`config.mk`:
```
export PLATFORM = sky130hd
export DESIGN_NAME = fsh_poll_ctrl
export DESIGN_NICKNAME = d
export VERILOG_FILES = /design/src/core/fsh_pkg.sv /design/src/core/fsh_bus_cycle.sv /design/src/core/fsh_poll_ctrl.sv
export SDC_FILE = /design/constraint.sdc
export NUM_CORES = 1
export LEC_CHECK = 0
export BUFFER_PORTS_ARGS = -buffer_cell sky130_fd_sc_hd__buf_2
export CAP_MARGIN = 20
export CORE_MARGIN = 5
export CORE_UTILIZATION = 56
export DETAILED_ROUTE_END_ITERATION = 16
export GPL_TIMING_DRIVEN = 0
export PLACE_DENSITY_LB_ADDON = 0.12
export SLEW_MARGIN = 25
export SYNTH_ARGS = -nofsm -noshare
export SYNTH_HDL_FRONTEND = slang
export SYNTH_HIERARCHICAL = 1
export SYNTH_SLANG_ARGS = --single-unit
```
`constraint.sdc`:
```
create_clock -name clk -period 4.25 [get_ports clk]
set_clock_uncertainty 0.05 [all_clocks]
set_input_delay 0.2125 -clock clk [delete_from_list [all_inputs] [get_ports clk]]
set_output_delay 0.2125 -clock clk [all_outputs]
set_load 0.02 [all_outputs]
```
`src/core/fsh_pkg.sv`:
```
// Shared constants of the flash status polling controller
package fsh_pkg;
  localparam int ADDR_W = 21;
  localparam int DATA_W = 8;
  localparam int CNT_W  = 4;

  // Status bit positions in the byte returned by the flash during an operation
  localparam int BIT_POLL   = 7;
  localparam int BIT_TOG1   = 6;
  localparam int BIT_TMO    = 5;
  localparam int BIT_ERTIME = 3;
  localparam int BIT_TOG2   = 2;

  // Single-cycle reset command data
  localparam logic [DATA_W-1:0] CMD_RESET = 8'hF0;

  // Strobe timing in ns and the derived clock counts at 100 MHz
  localparam int CLK_NS       = 10;
  localparam int RD_STROBE_NS = 70;
  localparam int WR_STROBE_NS = 35;
  localparam int GAP_NS       = 20;
  localparam logic [CNT_W-1:0] RD_CYC  = CNT_W'((RD_STROBE_NS + CLK_NS - 1) / CLK_NS);
  localparam logic [CNT_W-1:0] WR_CYC  = CNT_W'((WR_STROBE_NS + CLK_NS - 1) / CLK_NS);
  localparam logic [CNT_W-1:0] GAP_CYC = CNT_W'((GAP_NS + CLK_NS - 1) / CLK_NS);
endpackage : fsh_pkg

```
`src/core/fsh_bus_cycle.sv`:
```
// One read or write strobe cycle on the flash pins, followed by a release gap
`timescale 1ns/1ps
module fsh_bus_cycle (
  input  wire logic                        clk,
  input  wire logic                        nrst,
  input  wire logic                        req,
  input  wire logic                        wr,
  input  wire logic [fsh_pkg::DATA_W-1:0]  wdata,
  output logic                             ready,
  output logic                             ack,
  output logic      [fsh_pkg::DATA_W-1:0]  rdata,
  output logic                             ce_n,
  output logic                             oe_n,
  output logic                             we_n,
  output logic      [fsh_pkg::DATA_W-1:0]  dq_out,
  output logic                             dq_oe_n,
  input  wire logic [fsh_pkg::DATA_W-1:0]  dq_in
);
  typedef enum logic [2:0] {
    CY_IDLE   = 3'b001,
    CY_STROBE = 3'b010,
    CY_GAP    = 3'b100
  } fsh_cy_type;

  fsh_cy_type                   state, next_state;
  logic [fsh_pkg::CNT_W-1:0]    cnt, next_cnt;
  logic                         wr_q, next_wr_q;
  logic                         next_ack;
  logic [fsh_pkg::DATA_W-1:0]   next_rdata, next_dq_out;
  logic                         next_ce_n, next_oe_n, next_we_n, next_dq_oe_n;

  assign ready = (state == CY_IDLE);

  always_comb begin
    next_state   = state;
    next_cnt     = cnt;
    next_wr_q    = wr_q;
    next_ack     = 1'b0;
    next_rdata   = rdata;
    next_dq_out  = dq_out;
    next_ce_n    = ce_n;
    next_oe_n    = oe_n;
    next_we_n    = we_n;
    next_dq_oe_n = dq_oe_n;
    unique case (state)
      CY_IDLE: begin
        if (req) begin
          next_state   = CY_STROBE;
          next_cnt     = wr ? fsh_pkg::WR_CYC - 4'h1 : fsh_pkg::RD_CYC - 4'h1;
          next_wr_q    = wr;
          next_ce_n    = 1'b0;
          next_oe_n    = wr;
          next_we_n    = ~wr;
          next_dq_out  = wdata;
          next_dq_oe_n = ~wr;
        end
      end
      CY_STROBE: begin
        if (cnt == 4'h0) begin
          // Release every strobe so each read is a separate sample
          next_state   = CY_GAP;
          next_cnt     = fsh_pkg::GAP_CYC - 4'h1;
          next_ack     = 1'b1;
          next_ce_n    = 1'b1;
          next_oe_n    = 1'b1;
          next_we_n    = 1'b1;
          next_dq_oe_n = 1'b1;
          if (!wr_q) begin
            next_rdata = dq_in;
          end
        end else begin
          next_cnt = cnt - 4'h1;
        end
      end
      CY_GAP: begin
        if (cnt == 4'h0) begin
          next_state = CY_IDLE;
        end else begin
          next_cnt = cnt - 4'h1;
        end
      end
      default: begin
        next_state = CY_IDLE;
      end
    endcase
  end

  always_ff @(posedge clk or negedge nrst) begin
    if (!nrst) begin
      state   <= CY_IDLE;
      cnt     <= 4'h0;
      wr_q    <= 1'b0;
      ack     <= 1'b0;
      rdata   <= 8'h00;
      dq_out  <= 8'h00;
      ce_n    <= 1'b1;
      oe_n    <= 1'b1;
      we_n    <= 1'b1;
      dq_oe_n <= 1'b1;
    end else begin
      state   <= next_state;
      cnt     <= next_cnt;
      wr_q    <= next_wr_q;
      ack     <= next_ack;
      rdata   <= next_rdata;
      dq_out  <= next_dq_out;
      ce_n    <= next_ce_n;
      oe_n    <= next_oe_n;
      we_n    <= next_we_n;
      dq_oe_n <= next_dq_oe_n;
    end
  end

  property p_read_strobe_len;
    @(posedge clk) disable iff (!nrst) $fell(oe_n) |-> (!oe_n && !ce_n)[*7] ##1 oe_n;
  endproperty
  a_read_strobe_len: assert property (p_read_strobe_len) else $error("read strobe length wrong");

  property p_release_gap;
    @(posedge clk) disable iff (!nrst) $rose(ce_n) |-> (ce_n && oe_n && we_n)[*3];
  endproperty
  a_release_gap: assert property (p_release_gap) else $error("strobes not released between cycles");

  property p_no_overlap;
    @(posedge clk) disable iff (!nrst) !(!oe_n && !we_n) && (!dq_oe_n == !we_n);
  endproperty
  a_no_overlap: assert property (p_no_overlap) else $error("read and write strobes overlap");
endmodule : fsh_bus_cycle

```
`src/core/fsh_poll_ctrl.sv`:
```
// Host controller that polls a parallel flash for write operation status
`timescale 1ns/1ps
module fsh_poll_ctrl (
  input  wire logic                        clk,
  input  wire logic                        nrst,
  input  wire logic                        start,
  input  wire logic                        toggle_mode,
  input  wire logic                        use_toggle_two,
  input  wire logic [fsh_pkg::ADDR_W-1:0]  poll_addr,
  input  wire logic [fsh_pkg::DATA_W-1:0]  expect_data,
  input  wire logic                        abort,
  output logic                             busy,
  output logic                             done,
  output logic                             pass,
  output logic                             fail,
  output logic      [fsh_pkg::DATA_W-1:0]  result_data,
  output logic      [fsh_pkg::DATA_W-1:0]  status_byte,
  output logic                             device_ready,
  output logic      [fsh_pkg::ADDR_W-1:0]  flash_addr,
  output logic                             flash_ce_n,
  output logic                             flash_oe_n,
  output logic                             flash_we_n,
  output logic      [fsh_pkg::DATA_W-1:0]  flash_dq_out,
  output logic                             flash_dq_oe_n,
  input  wire logic [fsh_pkg::DATA_W-1:0]  flash_dq_in,
  input  wire logic                        ready_busy_out
);
  typedef enum logic [6:0] {
    S_IDLE    = 7'b0000001,
    S_FIRST   = 7'b0000010,
    S_SECOND  = 7'b0000100,
    S_RECHECK = 7'b0001000,
    S_FINAL   = 7'b0010000,
    S_RSTCMD  = 7'b0100000,
    S_DONE    = 7'b1000000
  } fsh_st_type;

  fsh_st_type                  state, next_state;
  logic [fsh_pkg::DATA_W-1:0]  prev, next_prev, exp_q, next_exp_q;
  logic [fsh_pkg::DATA_W-1:0]  next_result_data, next_status_byte;
  logic [fsh_pkg::ADDR_W-1:0]  next_flash_addr;
  logic                        mode_q, next_mode_q, two_q, next_two_q;
  logic                        pending, next_pending;
  logic                        next_pass, next_fail, next_device_ready;
  logic [1:0]                  rd_cnt, next_rd_cnt;
  logic                        saw_tmo, next_saw_tmo;
  logic                        cyc_req, cyc_wr, cyc_ready, cyc_ack;
  logic [fsh_pkg::DATA_W-1:0]  cyc_rdata;
  logic                        polling, tog_moved, poll_hit, still_busy;

  fsh_bus_cycle u_cycle (
    .clk     (clk),
    .nrst    (nrst),
    .req     (cyc_req),
    .wr      (cyc_wr),
    .wdata   (fsh_pkg::CMD_RESET),
    .ready   (cyc_ready),
    .ack     (cyc_ack),
    .rdata   (cyc_rdata),
    .ce_n    (flash_ce_n),
    .oe_n    (flash_oe_n),
    .we_n    (flash_we_n),
    .dq_out  (flash_dq_out),
    .dq_oe_n (flash_dq_oe_n),
    .dq_in   (flash_dq_in)
  );

  assign polling = (state == S_FIRST) || (state == S_SECOND) || (state == S_RECHECK)
                || (state == S_FINAL) || (state == S_RSTCMD);
  assign cyc_req = polling && cyc_ready && !pending && !abort;
  assign cyc_wr  = (state == S_RSTCMD);
  assign busy    = (state != S_IDLE);
  assign done    = (state == S_DONE);

  // Toggle bit 6, or toggle bit 2 when use_toggle_two is set, moving between two reads means the operation still runs
  assign tog_moved = (cyc_rdata[fsh_pkg::BIT_TOG1] ^ prev[fsh_pkg::BIT_TOG1])
                   | (two_q & (cyc_rdata[fsh_pkg::BIT_TOG2] ^ prev[fsh_pkg::BIT_TOG2]));
  assign poll_hit   = (cyc_rdata[fsh_pkg::BIT_POLL] == exp_q[fsh_pkg::BIT_POLL]);
  assign still_busy = mode_q ? tog_moved : !poll_hit;

  always_comb begin
    next_state        = state;
    next_prev         = prev;
    next_exp_q        = exp_q;
    next_mode_q       = mode_q;
    next_two_q        = two_q;
    next_flash_addr   = flash_addr;
    next_pending      = pending;
    next_pass         = pass;
    next_fail         = fail;
    next_result_data  = result_data;
    next_status_byte  = status_byte;
    next_rd_cnt       = rd_cnt;
    next_saw_tmo      = saw_tmo;
    next_device_ready = ready_busy_out;
    if (cyc_req) begin
      next_pending = 1'b1;
    end
    if (cyc_ack) begin
      next_pending = 1'b0;
      if (state != S_RSTCMD) begin
        next_status_byte = cyc_rdata;
        next_rd_cnt      = (rd_cnt == 2'h3) ? rd_cnt : rd_cnt + 2'h1;
        if (cyc_rdata[fsh_pkg::BIT_TMO]) begin
          next_saw_tmo = 1'b1;
        end
      end
    end
    unique case (state)
      S_IDLE: begin
        if (start) begin
          // Every new check begins with the first of two reads
          next_state      = S_FIRST;
          next_flash_addr = poll_addr;
          next_exp_q      = expect_data;
          next_mode_q     = toggle_mode;
          next_two_q      = use_toggle_two;
          next_pass       = 1'b0;
          next_fail       = 1'b0;
          next_rd_cnt     = 2'h0;
          next_saw_tmo    = 1'b0;
        end
      end
      S_FIRST, S_SECOND, S_RECHECK, S_FINAL, S_RSTCMD: begin
        if (abort && cyc_ready && !pending) begin
          next_state = S_IDLE;
        end else if (cyc_ack) begin
          next_prev = cyc_rdata;
          if (state == S_FIRST) begin
            next_state = S_SECOND;
          end else if (state == S_SECOND) begin
            if (!still_busy) begin
              next_state = S_FINAL;
            end else if (cyc_rdata[fsh_pkg::BIT_TMO]) begin
              next_state = S_RECHECK;
            end
          end else if (state == S_RECHECK) begin
            next_state = still_busy ? S_RSTCMD : S_FINAL;
          end else if (state == S_FINAL) begin
            next_result_data = cyc_rdata;
            next_pass        = 1'b1;
            next_state       = S_DONE;
          end else begin
            next_fail  = 1'b1;
            next_state = S_DONE;
          end
        end
      end
      S_DONE: begin
        next_state = S_IDLE;
      end
      default: begin
        next_state = S_IDLE;
      end
    endcase
  end

  always_ff @(posedge clk or negedge nrst) begin
    if (!nrst) begin
      state        <= S_IDLE;
      prev         <= 8'h00;
      exp_q        <= 8'h00;
      mode_q       <= 1'b0;
      two_q        <= 1'b0;
      flash_addr   <= 21'h000000;
      pending      <= 1'b0;
      pass         <= 1'b0;
      fail         <= 1'b0;
      result_data  <= 8'h00;
      status_byte  <= 8'h00;
      rd_cnt       <= 2'h0;
      saw_tmo      <= 1'b0;
      device_ready <= 1'b0;
    end else begin
      state        <= next_state;
      prev         <= next_prev;
      exp_q        <= next_exp_q;
      mode_q       <= next_mode_q;
      two_q        <= next_two_q;
      flash_addr   <= next_flash_addr;
      pending      <= next_pending;
      pass         <= next_pass;
      fail         <= next_fail;
      result_data  <= next_result_data;
      status_byte  <= next_status_byte;
      rd_cnt       <= next_rd_cnt;
      saw_tmo      <= next_saw_tmo;
      device_ready <= next_device_ready;
    end
  end

  property p_addr_held;
    @(posedge clk) disable iff (!nrst) (busy && $past(busy)) |-> $stable(flash_addr);
  endproperty
  a_addr_held: assert property (p_addr_held) else $error("address moved during polling");

  property p_two_reads_first;
    @(posedge clk) disable iff (!nrst) (state == S_FINAL && cyc_req) |-> rd_cnt >= 2'h2;
  endproperty
  a_two_reads_first: assert property (p_two_reads_first) else $error("final read too early");

  property p_reset_only_on_timeout;
    @(posedge clk) disable iff (!nrst) (state == S_RSTCMD) |-> saw_tmo && rd_cnt >= 2'h3;
  endproperty
  a_reset_only_on_timeout: assert property (p_reset_only_on_timeout) else $error("reset without timeout");

  property p_reset_data;
    @(posedge clk) disable iff (!nrst) !flash_we_n |-> flash_dq_out == fsh_pkg::CMD_RESET;
  endproperty
  a_reset_data: assert property (p_reset_data) else $error("reset command data wrong");

  property p_fail_after_reset;
    @(posedge clk) disable iff (!nrst) $rose(fail) |-> $past(state) == S_RSTCMD ##1 state == S_IDLE;
  endproperty
  a_fail_after_reset: assert property (p_fail_after_reset) else $error("failure without reset");

  property p_restart;
    @(posedge clk) disable iff (!nrst) (state == S_IDLE && start) |=> state == S_FIRST && rd_cnt == 2'h0;
  endproperty
  a_restart: assert property (p_restart) else $error("check did not restart from first read");

  property p_read_per_sample;
    @(posedge clk) disable iff (!nrst) cyc_ack |-> ##[1:4] !cyc_ack ##0 flash_oe_n;
  endproperty
  a_read_per_sample: assert property (p_read_per_sample) else $error("reads not separated");

  c_pass: cover property (@(posedge clk) disable iff (!nrst) $rose(pass));
  c_fail: cover property (@(posedge clk) disable iff (!nrst) $rose(fail));
  c_recheck_ok: cover property (@(posedge clk) disable iff (!nrst)
    state == S_RECHECK ##[1:40] state == S_FINAL);
  c_abort: cover property (@(posedge clk) disable iff (!nrst) state == S_SECOND ##1 state == S_IDLE);
endmodule : fsh_poll_ctrl

```
==> summary.md, run 1 <==
| Metric | Value |
|---|---|
| Longest Clk Path Bufs | 2 |
| Final Critical Period | 3.12 ns |
| Max rail drop VDD | 0.461 mV |
| Number of port buffers | 90 |
| Final Wtd Congestion | between 0.8 and 0.9 |
| Area of the mapped netlist | 3600 µm² |
| Clock Latency Late Sink | 0.35 ns |
| DR WL/cell | 15.6 µm |
| R2R setup slack | 1.13 ns |
| Met3 WL | roughly 480 µm |
| Crit Reg-Reg Endpoint | u_cycle/dq_out[3]$_DFFE_PN0P_ |
| Antenna violations before repair | 0 |
| Number of global-route vias before repair | 2587 |
| Largest net degree at the start of global routing | 42 |
| PD cells | 595 nW/µm² |
| Area Growth Syn to Fin | 22.5% |
| Routed vias/inst | 5.32 |
| Post-route insts no fill | 465 |
| Final max-slew violation count | 0 |
| Critical setup path kind | reg -> reg |
| Drt drc | 0 |
| Most common cell in the netlist | dfrtp_1 |
| Yosys top cell area share | a little over half |
| ANT cells | 0 |
| R2R cell count | 9 |
| # hold bufs at CTS | 2 |
| DR pass1 iterations | 4 |
| CP endpoint kind | flop |
| Logic pwr share | 35.8% |
| Status | completed |
| Root buf cell | clkbuf_8 |
| RSZ-0062 raised after global routing | false |
| Final setup violation count | 0 |
| Post-DP HPWL | 5.34 mm |
| Tcrit/Tclk final | 73.4% |
| Least-Margin Pin Slew | 0.644 ns |
| Peak Freq | 321 MHz |
| Routed via count | around 2500 |
| Clock power share | 21.2% |
| Synth area leaders | dfrtp_1, mux2_2, mux2_4, dfstp_2, nor2_1 |
| Synthesis-stage register bit count | 81 |
| Post-CTS Setup Bufs | 0 |
| DP Cell Count | around 450 |
| Worst Hold Path Cells | 2 |
| Synthesized area per cell | 13.2 µm² |
| Power share of the sequential group | a little over two fifths |
| CP max FO | 10 |
| Top_reg_cell synth | dfrtp_1 |
| Fin. Hold Viols | 0 |
| Int Pwr | about 1.7 mW |
| R2R Path Start | state[4]$_DFFE_PN0P_ |
| Tot GR Track Use | 18.7% |
| Synth unique cells | 60 |
| Wl on met1 | 3.01 mm |
| DIE WIDTH | 90.2 µm |
| Setup_tns | 0 ns |
| WL met2 | 3.60 mm |
| Fillers | 505 |
| Critical path's slowest cell | nor4bb_1 |
| WHS Endpoint | flash_addr[3]$_DFFE_PN0P_ |
| Hold path startpoint | poll_addr[3] |
| HP Class | in -> reg |
| Global route overflow | 0 |
| Cts repair resizes | 0 |
| First DRT Iteration DRCs | 112 |
| Die area | 8130 µm² |
| Setup crit start kind | flop |
| MaxCap Viol Count | 0 |
| Sink Count | 81 |
| First-pass GRT wire length | 12.4 mm |
| Slew HR | 56.5% |
| Net Sw Power | 923 µW |
| CP arrival | 3.30 ns |
| Worst path max stage delay | 0.61 ns |
| Post-synth top area cell | dfrtp_1 |
| Top routing layer used | met4 |
| Crit path top cell by count | buf_6 |
| Sw Share | 35.2% |
| Initial Utilization | a little under three fifths |
| Row cnt | 29 |
| Ys Warns | 6 |
| Tot Pwr | 2.62 mW |
| Post-synth ARST share | 100% |
| Final WL | 7.25 mm |
| DRT antenna net count | 0 |
| Post-synth top cells | dfrtp_1, mux2_2, nor2_1 |
| Die H | 90.2 µm |
| Cell chain of the critical path | clkbuf_2 -> nor4_2 -> o211ai_1 -> nand2_1 -> nor4bb_1 -> and3b_1 -> buf_6 -> buf_6 -> mux2_4 |
| Post-synthesis sequential area ratio | 56.5% |
| Leakage dissipation | 2.24 nW |
| Post-Route Utilization | 69.8% |
| Maximum level of the CTS H-tree | 3 |
| Hold WS | roughly 0.040 ns |
| EDFF count, synth | 0 |
| Cells after Synth | 273 |
| Placeable Area | around 6300 µm² |
| CP required | about 4.4 ns |
| Post-layout nets | 429 |
| Reg clk slew, reported paths | 0.09 ns |
| Fraction of layout cells with a size suffix above 1 | 49.2% |
| TritonCTS buffer count | 9 |
| TritonCTS clock tree | built |
| Ports | 98 |
worst max path at each step:
stage                               startpoint                             to  cells after the start  slack, ns
final                     state[4]$_DFFE_PN0P_  u_cycle/dq_out[3]$_DFFE_PN0P_                      9       1.13
after global routing      state[4]$_DFFE_PN0P_  u_cycle/dq_out[3]$_DFFE_PN0P_                      9       1.02
after global placement    state[4]$_DFFE_PN0P_  u_cycle/dq_out[3]$_DFFE_PN0P_                      9       1.32
after CTS                 state[4]$_DFFE_PN0P_  u_cycle/dq_out[3]$_DFFE_PN0P_                      9       1.20
after detailed placement  state[4]$_DFFE_PN0P_  u_cycle/dq_out[3]$_DFFE_PN0P_                      9       1.22
after floorplan           state[4]$_DFFE_PN0P_  u_cycle/dq_out[3]$_DFFE_PN0P_                      9       1.72
layout make-up:
class | count | area (µm²) | share of cell area, %
flip-flops and latches | 81 | 2030 | 46.1
multi-input cells | 178 | 1490 | 33.7
repair buffers | 93 | 493 | 11.2
clock buffers | 11 | 141 | 3.21
well taps | 77 | 96.3 | 2.19
plain buffers | 10 | 62.6 | 1.42
clock inverters | 5 | 56.3 | 1.28
inverters | 10 | 37.5 | 0.852
routing by layer:
metal  vias up  global-route usage, %
li1       1186                      -
met1      1205                   24.1
met2        67                   29.6
met3        18                   5.93
met4         0                   7.07
met5         -                      0
critical path, delay by kind of cell, from the launching register on:
family | cells | cell delay (ns)
and+or+nand+nor | 4 | 1.58
DFF | 1 | 0.36
buffers and inverters | 3 | 0.44
AOI/OAI and AO/OA | 1 | 0.25
muxes | 1 | 0.31
placed cells by master, fill, tap and decap left out, types with 3 or more instances in the layout:
cell type / n
inv_1: 10
a21oi_1: 7
mux2_2: 47
clkbuf_8: 10
dfstp_2: 5
buf_2: 93
nor2_1: 16
conb_1: 8
o21ai_0: 8
mux2_4: 12
dfrtp_1: 76
nand2_1: 10
nor3_1: 4
xor2_1: 6
clkbuf_1: 3
nand3_1: 5
registers in the layout, summed over array words and instances (netlist names), 2 cells and up:
register,count
u_cycle/dq_out,8
flash_addr,21
u_cycle/rdata,8
u_cycle/cnt,4
state,7
u_cycle/state,3
status_byte,8
prev,2
result_data,8
metrics by stage:
step           setup slack, ns  area (µm²)
2_1_floorplan             1.72        3620
3_3_place_gp              1.32        4170
6_report                  1.13        4410
5_1_grt                   1.02        4410
3_5_place_dp              1.22        4190
4_1_cts                   1.20        4410
power by group through the flow:
| stage | sequential (mW) | clock (mW) | combinational, mW |
|---|---|---|---|
| 2_1_floorplan | 1.33 | 0 | 0.447 |
| 3_3_place_gp | 1.13 | 0 | 0.924 |
| 5_1_grt | 1.16 | 0.611 | 1.02 |
| 3_5_place_dp | 1.14 | 0 | 0.950 |
| 4_1_cts | 1.13 | 0.573 | 0.954 |
| 6_report | 1.13 | 0.555 | 0.939 |
cells by family after synthesis:
family,after synthesis,share of synthesized area (%)
AOI/OAI and AO/OA,34,6.26
xor gates and xnor gates,7,1.70
adders and majority gates,2,0.695
buffers and inverters,20,2.78
DFF,81,56.5
muxes,61,20.3
other,2,0.209
and+or+nand+nor,66,11.6
(Power assumes the default switching activity.)
==> run 2: changes to the inputs <==
--- a/config.mk
+++ b/config.mk
@@ -5,10 +5,11 @@
 export SDC_FILE = /design/constraint.sdc
 export NUM_CORES = 1
 export LEC_CHECK = 0
+export ABC_AREA = 1
 export BUFFER_PORTS_ARGS = -buffer_cell sky130_fd_sc_hd__buf_2
 export CAP_MARGIN = 20
 export CORE_MARGIN = 5
-export CORE_UTILIZATION = 56
+export CORE_UTILIZATION = 48
 export DETAILED_ROUTE_END_ITERATION = 16
 export GPL_TIMING_DRIVEN = 0
 export PLACE_DENSITY_LB_ADDON = 0.12
==> constraint.sdc (replaced) <==
create_clock -name clk -period 2.75 [get_ports clk]
set_clock_uncertainty 0.05 [all_clocks]
set_input_delay 0.1375 -clock clk [delete_from_list [all_inputs] [get_ports clk]]
set_output_delay 0.1375 -clock clk [all_outputs]
set_load 0.02 [all_outputs]
==> run 2 against run 1 <==
Compared with the run above: first-iteration DRC count is 13% lower; non-clock buffer count up 29; worst hold slack improved by 0.044 ns; cell area is 12% higher; core utilization down 5.3 points; sequential power is 39% higher; sequential share of layout area shrank 5.1 points; critical path type unchanged; critical endpoint is now u_cycle/dq_out[2]$_DFFE_PN0P_.
==> summary.md, run 2 <==
| Metric | Value |
|---|---|
| Root buf cell | clkbuf_8 (unchanged) |
| Commonest non-fill, non-tap cell in the layout | nand2_1 (was buf_2) |
| Multi-input gate area | 1540 µm² (was 1490 µm²) |
| Tot GR Track Use | 19.3% (was 18.7%) |
| Fillers | 662 (was 505) |
| Commonest non-fill, non-tap cells in the layout | nand2_1, buf_2, dfrtp_1 (was buf_2, dfrtp_1, mux2_2) |
| Most common cell in the netlist | nand2_1 (was dfrtp_1) |
| Initial Utilization | 49.1% (was 57.0%) |
| Post-DP HPWL | 6.10 mm (was 5.34 mm) |
| Post-Synth XOR/XNOR Area | 0.232% (was 1.70%) |
| DR pass1 iterations | 4 (unchanged) |
| Post-layout nets | 575 (was 429) |
| DRT antenna net count | 0 (unchanged) |
| Ys Warns | 6 (unchanged) |
| DIE WIDTH | 98.7 µm (was 90.2 µm) |
| Post-route cell area | 4960 µm² (was 4410 µm²) |
| Area of the mapped netlist | 3770 µm² (was 3600 µm²) |
| CP required | 2.94 ns (was 4.43 ns) |
| Buf+Inv Stages, Crit Path | 2 (was 3) |
| Drt drc | 0 (unchanged) |
| Placed cell area | 4410 µm² (was 4190 µm²) |
| Max rail drop VDD | 0.407 mV (was 0.461 mV) |
| Synth Area in Simple Gates | 25.2% (was 11.6%) |
| Setup WS post-layout | 0.642 ns (was 1.13 ns) |
| Hold WS | 0.0841 ns (was 0.0401 ns) |
| Critical path's slowest cell | dfrtp_1 (was nor4bb_1) |
| Pre-CTS setup slack | 0.647 ns (was 1.22 ns) |
| Least-Margin Pin Slew | 0.671 ns (was 0.644 ns) |
| Critical setup path kind | reg -> reg (unchanged) |
| Number of global-route vias before repair | 3189 (was 2587) |
| Post-Route Utilization | 64.5% (was 69.8%) |
| Final WL | 8.65 mm (was 7.25 mm) |
| ANT cells | 0 (unchanged) |
| Crit Reg-Reg Endpoint | u_cycle/dq_out[2]$_DFFE_PN0P_ (was u_cycle/dq_out[3]$_DFFE_PN0P_) |
| Mux cell area share after synthesis | 7.95% (was 20.3%) |
| # hold bufs at CTS | 34 (was 2) |
| Die H | 98.7 µm (was 90.2 µm) |
| DR WL/cell | 13.6 µm (was 15.6 µm) |
| First DRT Iteration DRCs | 98 (was 112) |
| CP max FO | 10 (unchanged) |
| RSZ-0062 raised after global routing | false (unchanged) |
| Cell chain of the critical path | nor2_4 -> nand2_2 -> nor2_1 -> nor2_1 -> nand3_2 -> nand4_1 -> inv_1 -> nand2_2 -> buf_6 -> nand2_1 -> nand2_1 (was clkbuf_2 -> nor4_2 -> o211ai_1 -> nand2_1 -> nor4bb_1 -> and3b_1 -> buf_6 -> buf_6 -> mux2_4) |
| Worst path max stage delay | 0.44 ns (was 0.61 ns) |
| Routed via count | 3001 (was 2476) |
| Status | completed (unchanged) |
| Worst path top cell family by delay | simple AND/OR/NAND/NOR gates (unchanged) |
| Die area | 9740 µm² (was 8130 µm²) |
| Slew HR | 55.0% (was 56.5%) |
| R2R Path Start | state[3]$_DFFE_PN0P_ (was state[4]$_DFFE_PN0P_) |
| CP endpoint kind | flop (unchanged) |
| Top_reg_cell synth | dfrtp_1 (unchanged) |
| Row cnt | 32 (was 29) |
| Synthesized area per cell | 9.75 µm² (was 13.2 µm²) |
| Tcrit/Tclk final | 76.6% (was 73.4%) |
| Global route overflow | 0 (unchanged) |
| Routed vias/inst | 4.72 (was 5.32) |
| Reg clk slew, reported paths | 0.09 ns (about the same) |
| HP Class | in -> reg (unchanged) |
| Post-CTS Setup Bufs | 0 (unchanged) |
| Maximum level of the CTS H-tree | 3 (unchanged) |
| Setup crit start kind | flop (unchanged) |
| Post-synth top area cell | dfrtp_1 (unchanged) |
| Stages on the worst setup path | 11 (was 9) |
| Peak Freq | 474 MHz (was 321 MHz) |
| Longest Clk Path Bufs | 2 (unchanged) |
| Area share of fa/ha/maj cells after synthesis | 0.663% (was 0.695%) |
| R2R cell count | 11 (was 9) |
| Final setup violation count | 0 (unchanged) |
| Post-synth ARST share | 100% (unchanged) |
| Post-synthesis sequential area ratio | 53.9% (was 56.5%) |
| Max reg flops | 21 (unchanged) |
| Leakage dissipation | 2.69 nW (was 2.24 nW) |
| Post-synth top cells | nand2_1, dfrtp_1, inv_1 (was dfrtp_1, mux2_2, nor2_1) |
| Ports | 98 (unchanged) |
| Tot Pwr | 4.03 mW (was 2.62 mW) |
| Fin. Hold Viols | 0 (unchanged) |
| TritonCTS clock tree | built (unchanged) |
| Placeable Area | 7690 µm² (was 6310 µm²) |
| Synth unique cells | 34 (was 60) |
| Fraction of layout cells with a size suffix above 1 | 36.1% (was 49.2%) |
| R2R setup slack | 0.64 ns (was 1.13 ns) |
| Crit path from | state[3]$_DFFE_PN0P_ (was state[4]$_DFFE_PN0P_) |
| Synthesis-stage register bit count | 81 (unchanged) |
| Synth area leaders | dfrtp_1, nand2_1, mux2_4, dfstp_2, inv_1 (was dfrtp_1, mux2_2, mux2_4, dfstp_2, nor2_1) |
| Register bank with the most flops | flash_addr (unchanged) |
| Reg area | 2030 µm² (unchanged) |
| Main combinational cell family by area after synthesis | simple AND/OR/NAND/NOR gates (was multiplexers) |
| First-pass GRT wire length | 15.2 mm (was 12.4 mm) |
| MaxCap Viol Count | 0 (unchanged) |
| TritonCTS buffer count | 9 (unchanged) |
| Synth Area in Compound Gates | 5.97% (was 6.26%) |
| Setup crit end | u_cycle/dq_out[2]$_DFFE_PN0P_ (was u_cycle/dq_out[3]$_DFFE_PN0P_) |
| Number of port buffers | 90 (unchanged) |
| Area Growth Syn to Fin | 31.4% (was 22.5%) |
| DP Cell Count | 586 (was 447) |
| Clock Latency Late Sink | 0.35 ns (about the same) |
| PD cells | 814 nW/µm² (was 595 nW/µm²) |
| Final Wtd Congestion | 0.811 (was 0.876) |
| Post-route insts no fill | 636 (was 465) |
| Setup_tns | 0 ns (unchanged) |
| Final max-slew violation count | 0 (unchanged) |
| Largest net degree at the start of global routing | 55 (was 42) |
| Cells after Synth | 387 (was 273) |
| Yosys top cell area share | 50.4% (was 52.9%) |
| Sink Count | 81 (unchanged) |
| Antenna violations before repair | 0 (unchanged) |
| EDFF count, synth | 0 (unchanged) |
| Final Critical Period | 2.11 ns (was 3.12 ns) |
| Cts repair resizes | 0 (unchanged) |
| CP arrival | 2.30 ns (was 3.30 ns) |
==> run 2: cell count changes after synthesis, moves of 4 or more <==
| cell | change |
|---|---|
| inv_1 | +18 |
| inv_2 | +12 |
| mux2_2 | -39 |
| nand2_1 | +109 |
| nand2_2 | +5 |
| nand3_1 | +12 |
| nand3_2 | +5 |
| nand4_1 | +4 |
| nor2_1 | +4 |
| nor2_2 | +5 |
| o21ai_0 | +6 |
| o21ai_2 | +9 |
| xor2_1 | -5 |
==> run 2: worst register-to-register path: cells and delay by family (launching register included) <==
family / cells / cell delay [ns]
buffers and inverters: 2 / 0.31
DFF: 1 / 0.44
and+or+nand+nor: 9 / 1.20
==> run 2: where the power goes <==
| group | total, mW | internal, mW | switching (mW) | leakage [nW] |
|---|---|---|---|---|
| Sequential | 1.57 | 1.43 | 0.138 | 0.991 |
| Clock | 0.918 | 0.457 | 0.461 | 0.105 |
| Combinational | 1.55 | 0.676 | 0.874 | 1.60 |
==> run 2: kinds of logic after synthesis <==
| group | count (synthesis) |
|---|---|
| mux | 22 |
| fa+ha+maj | 2 |
| compound gates | 36 |
| simple gates | 195 |
| flops | 81 |
| xor+xnor | 1 |
| other cells | 2 |
| buf+inv | 48 |
==> run 2: how the worst min path moves through the flow <==
stage                              start                endpoint  slack (ns)  depth (start not counted)
final                              abort     pending$_DFFE_PN0P_        0.08                          4
after floorplan                     nrst  device_ready$_DFF_PN0_       -0.21                          0
after CTS                          abort     pending$_DFFE_PN0P_        0.07                          4
after global routing               abort     pending$_DFFE_PN0P_        0.09                          4
after global placement    ready_busy_out  device_ready$_DFF_PN0_        0.20                          1
after detailed placement            nrst    state[3]$_DFFE_PN0P_        0.05                          1
==> run 2: cell type report <==
cell class,instances,share of cell area (%)
sequential,81,41.0
clock inverter,6,1.51
multi-input combinational,264,31.1
timing repair buffer,125,16.6
tap,102,2.57
inverter,41,3.10
buffer,7,1.39
clock buffer,10,2.78
==> run 2: layer usage <==
layer  vias to the layer above  track usage (%)  wire, µm
met5                         -                0         0
met4                         0             5.67       110
met3                        11             4.32       418
met2                        63             32.8      4250
met1                      1414             24.7      3880
li1                       1513                -         -
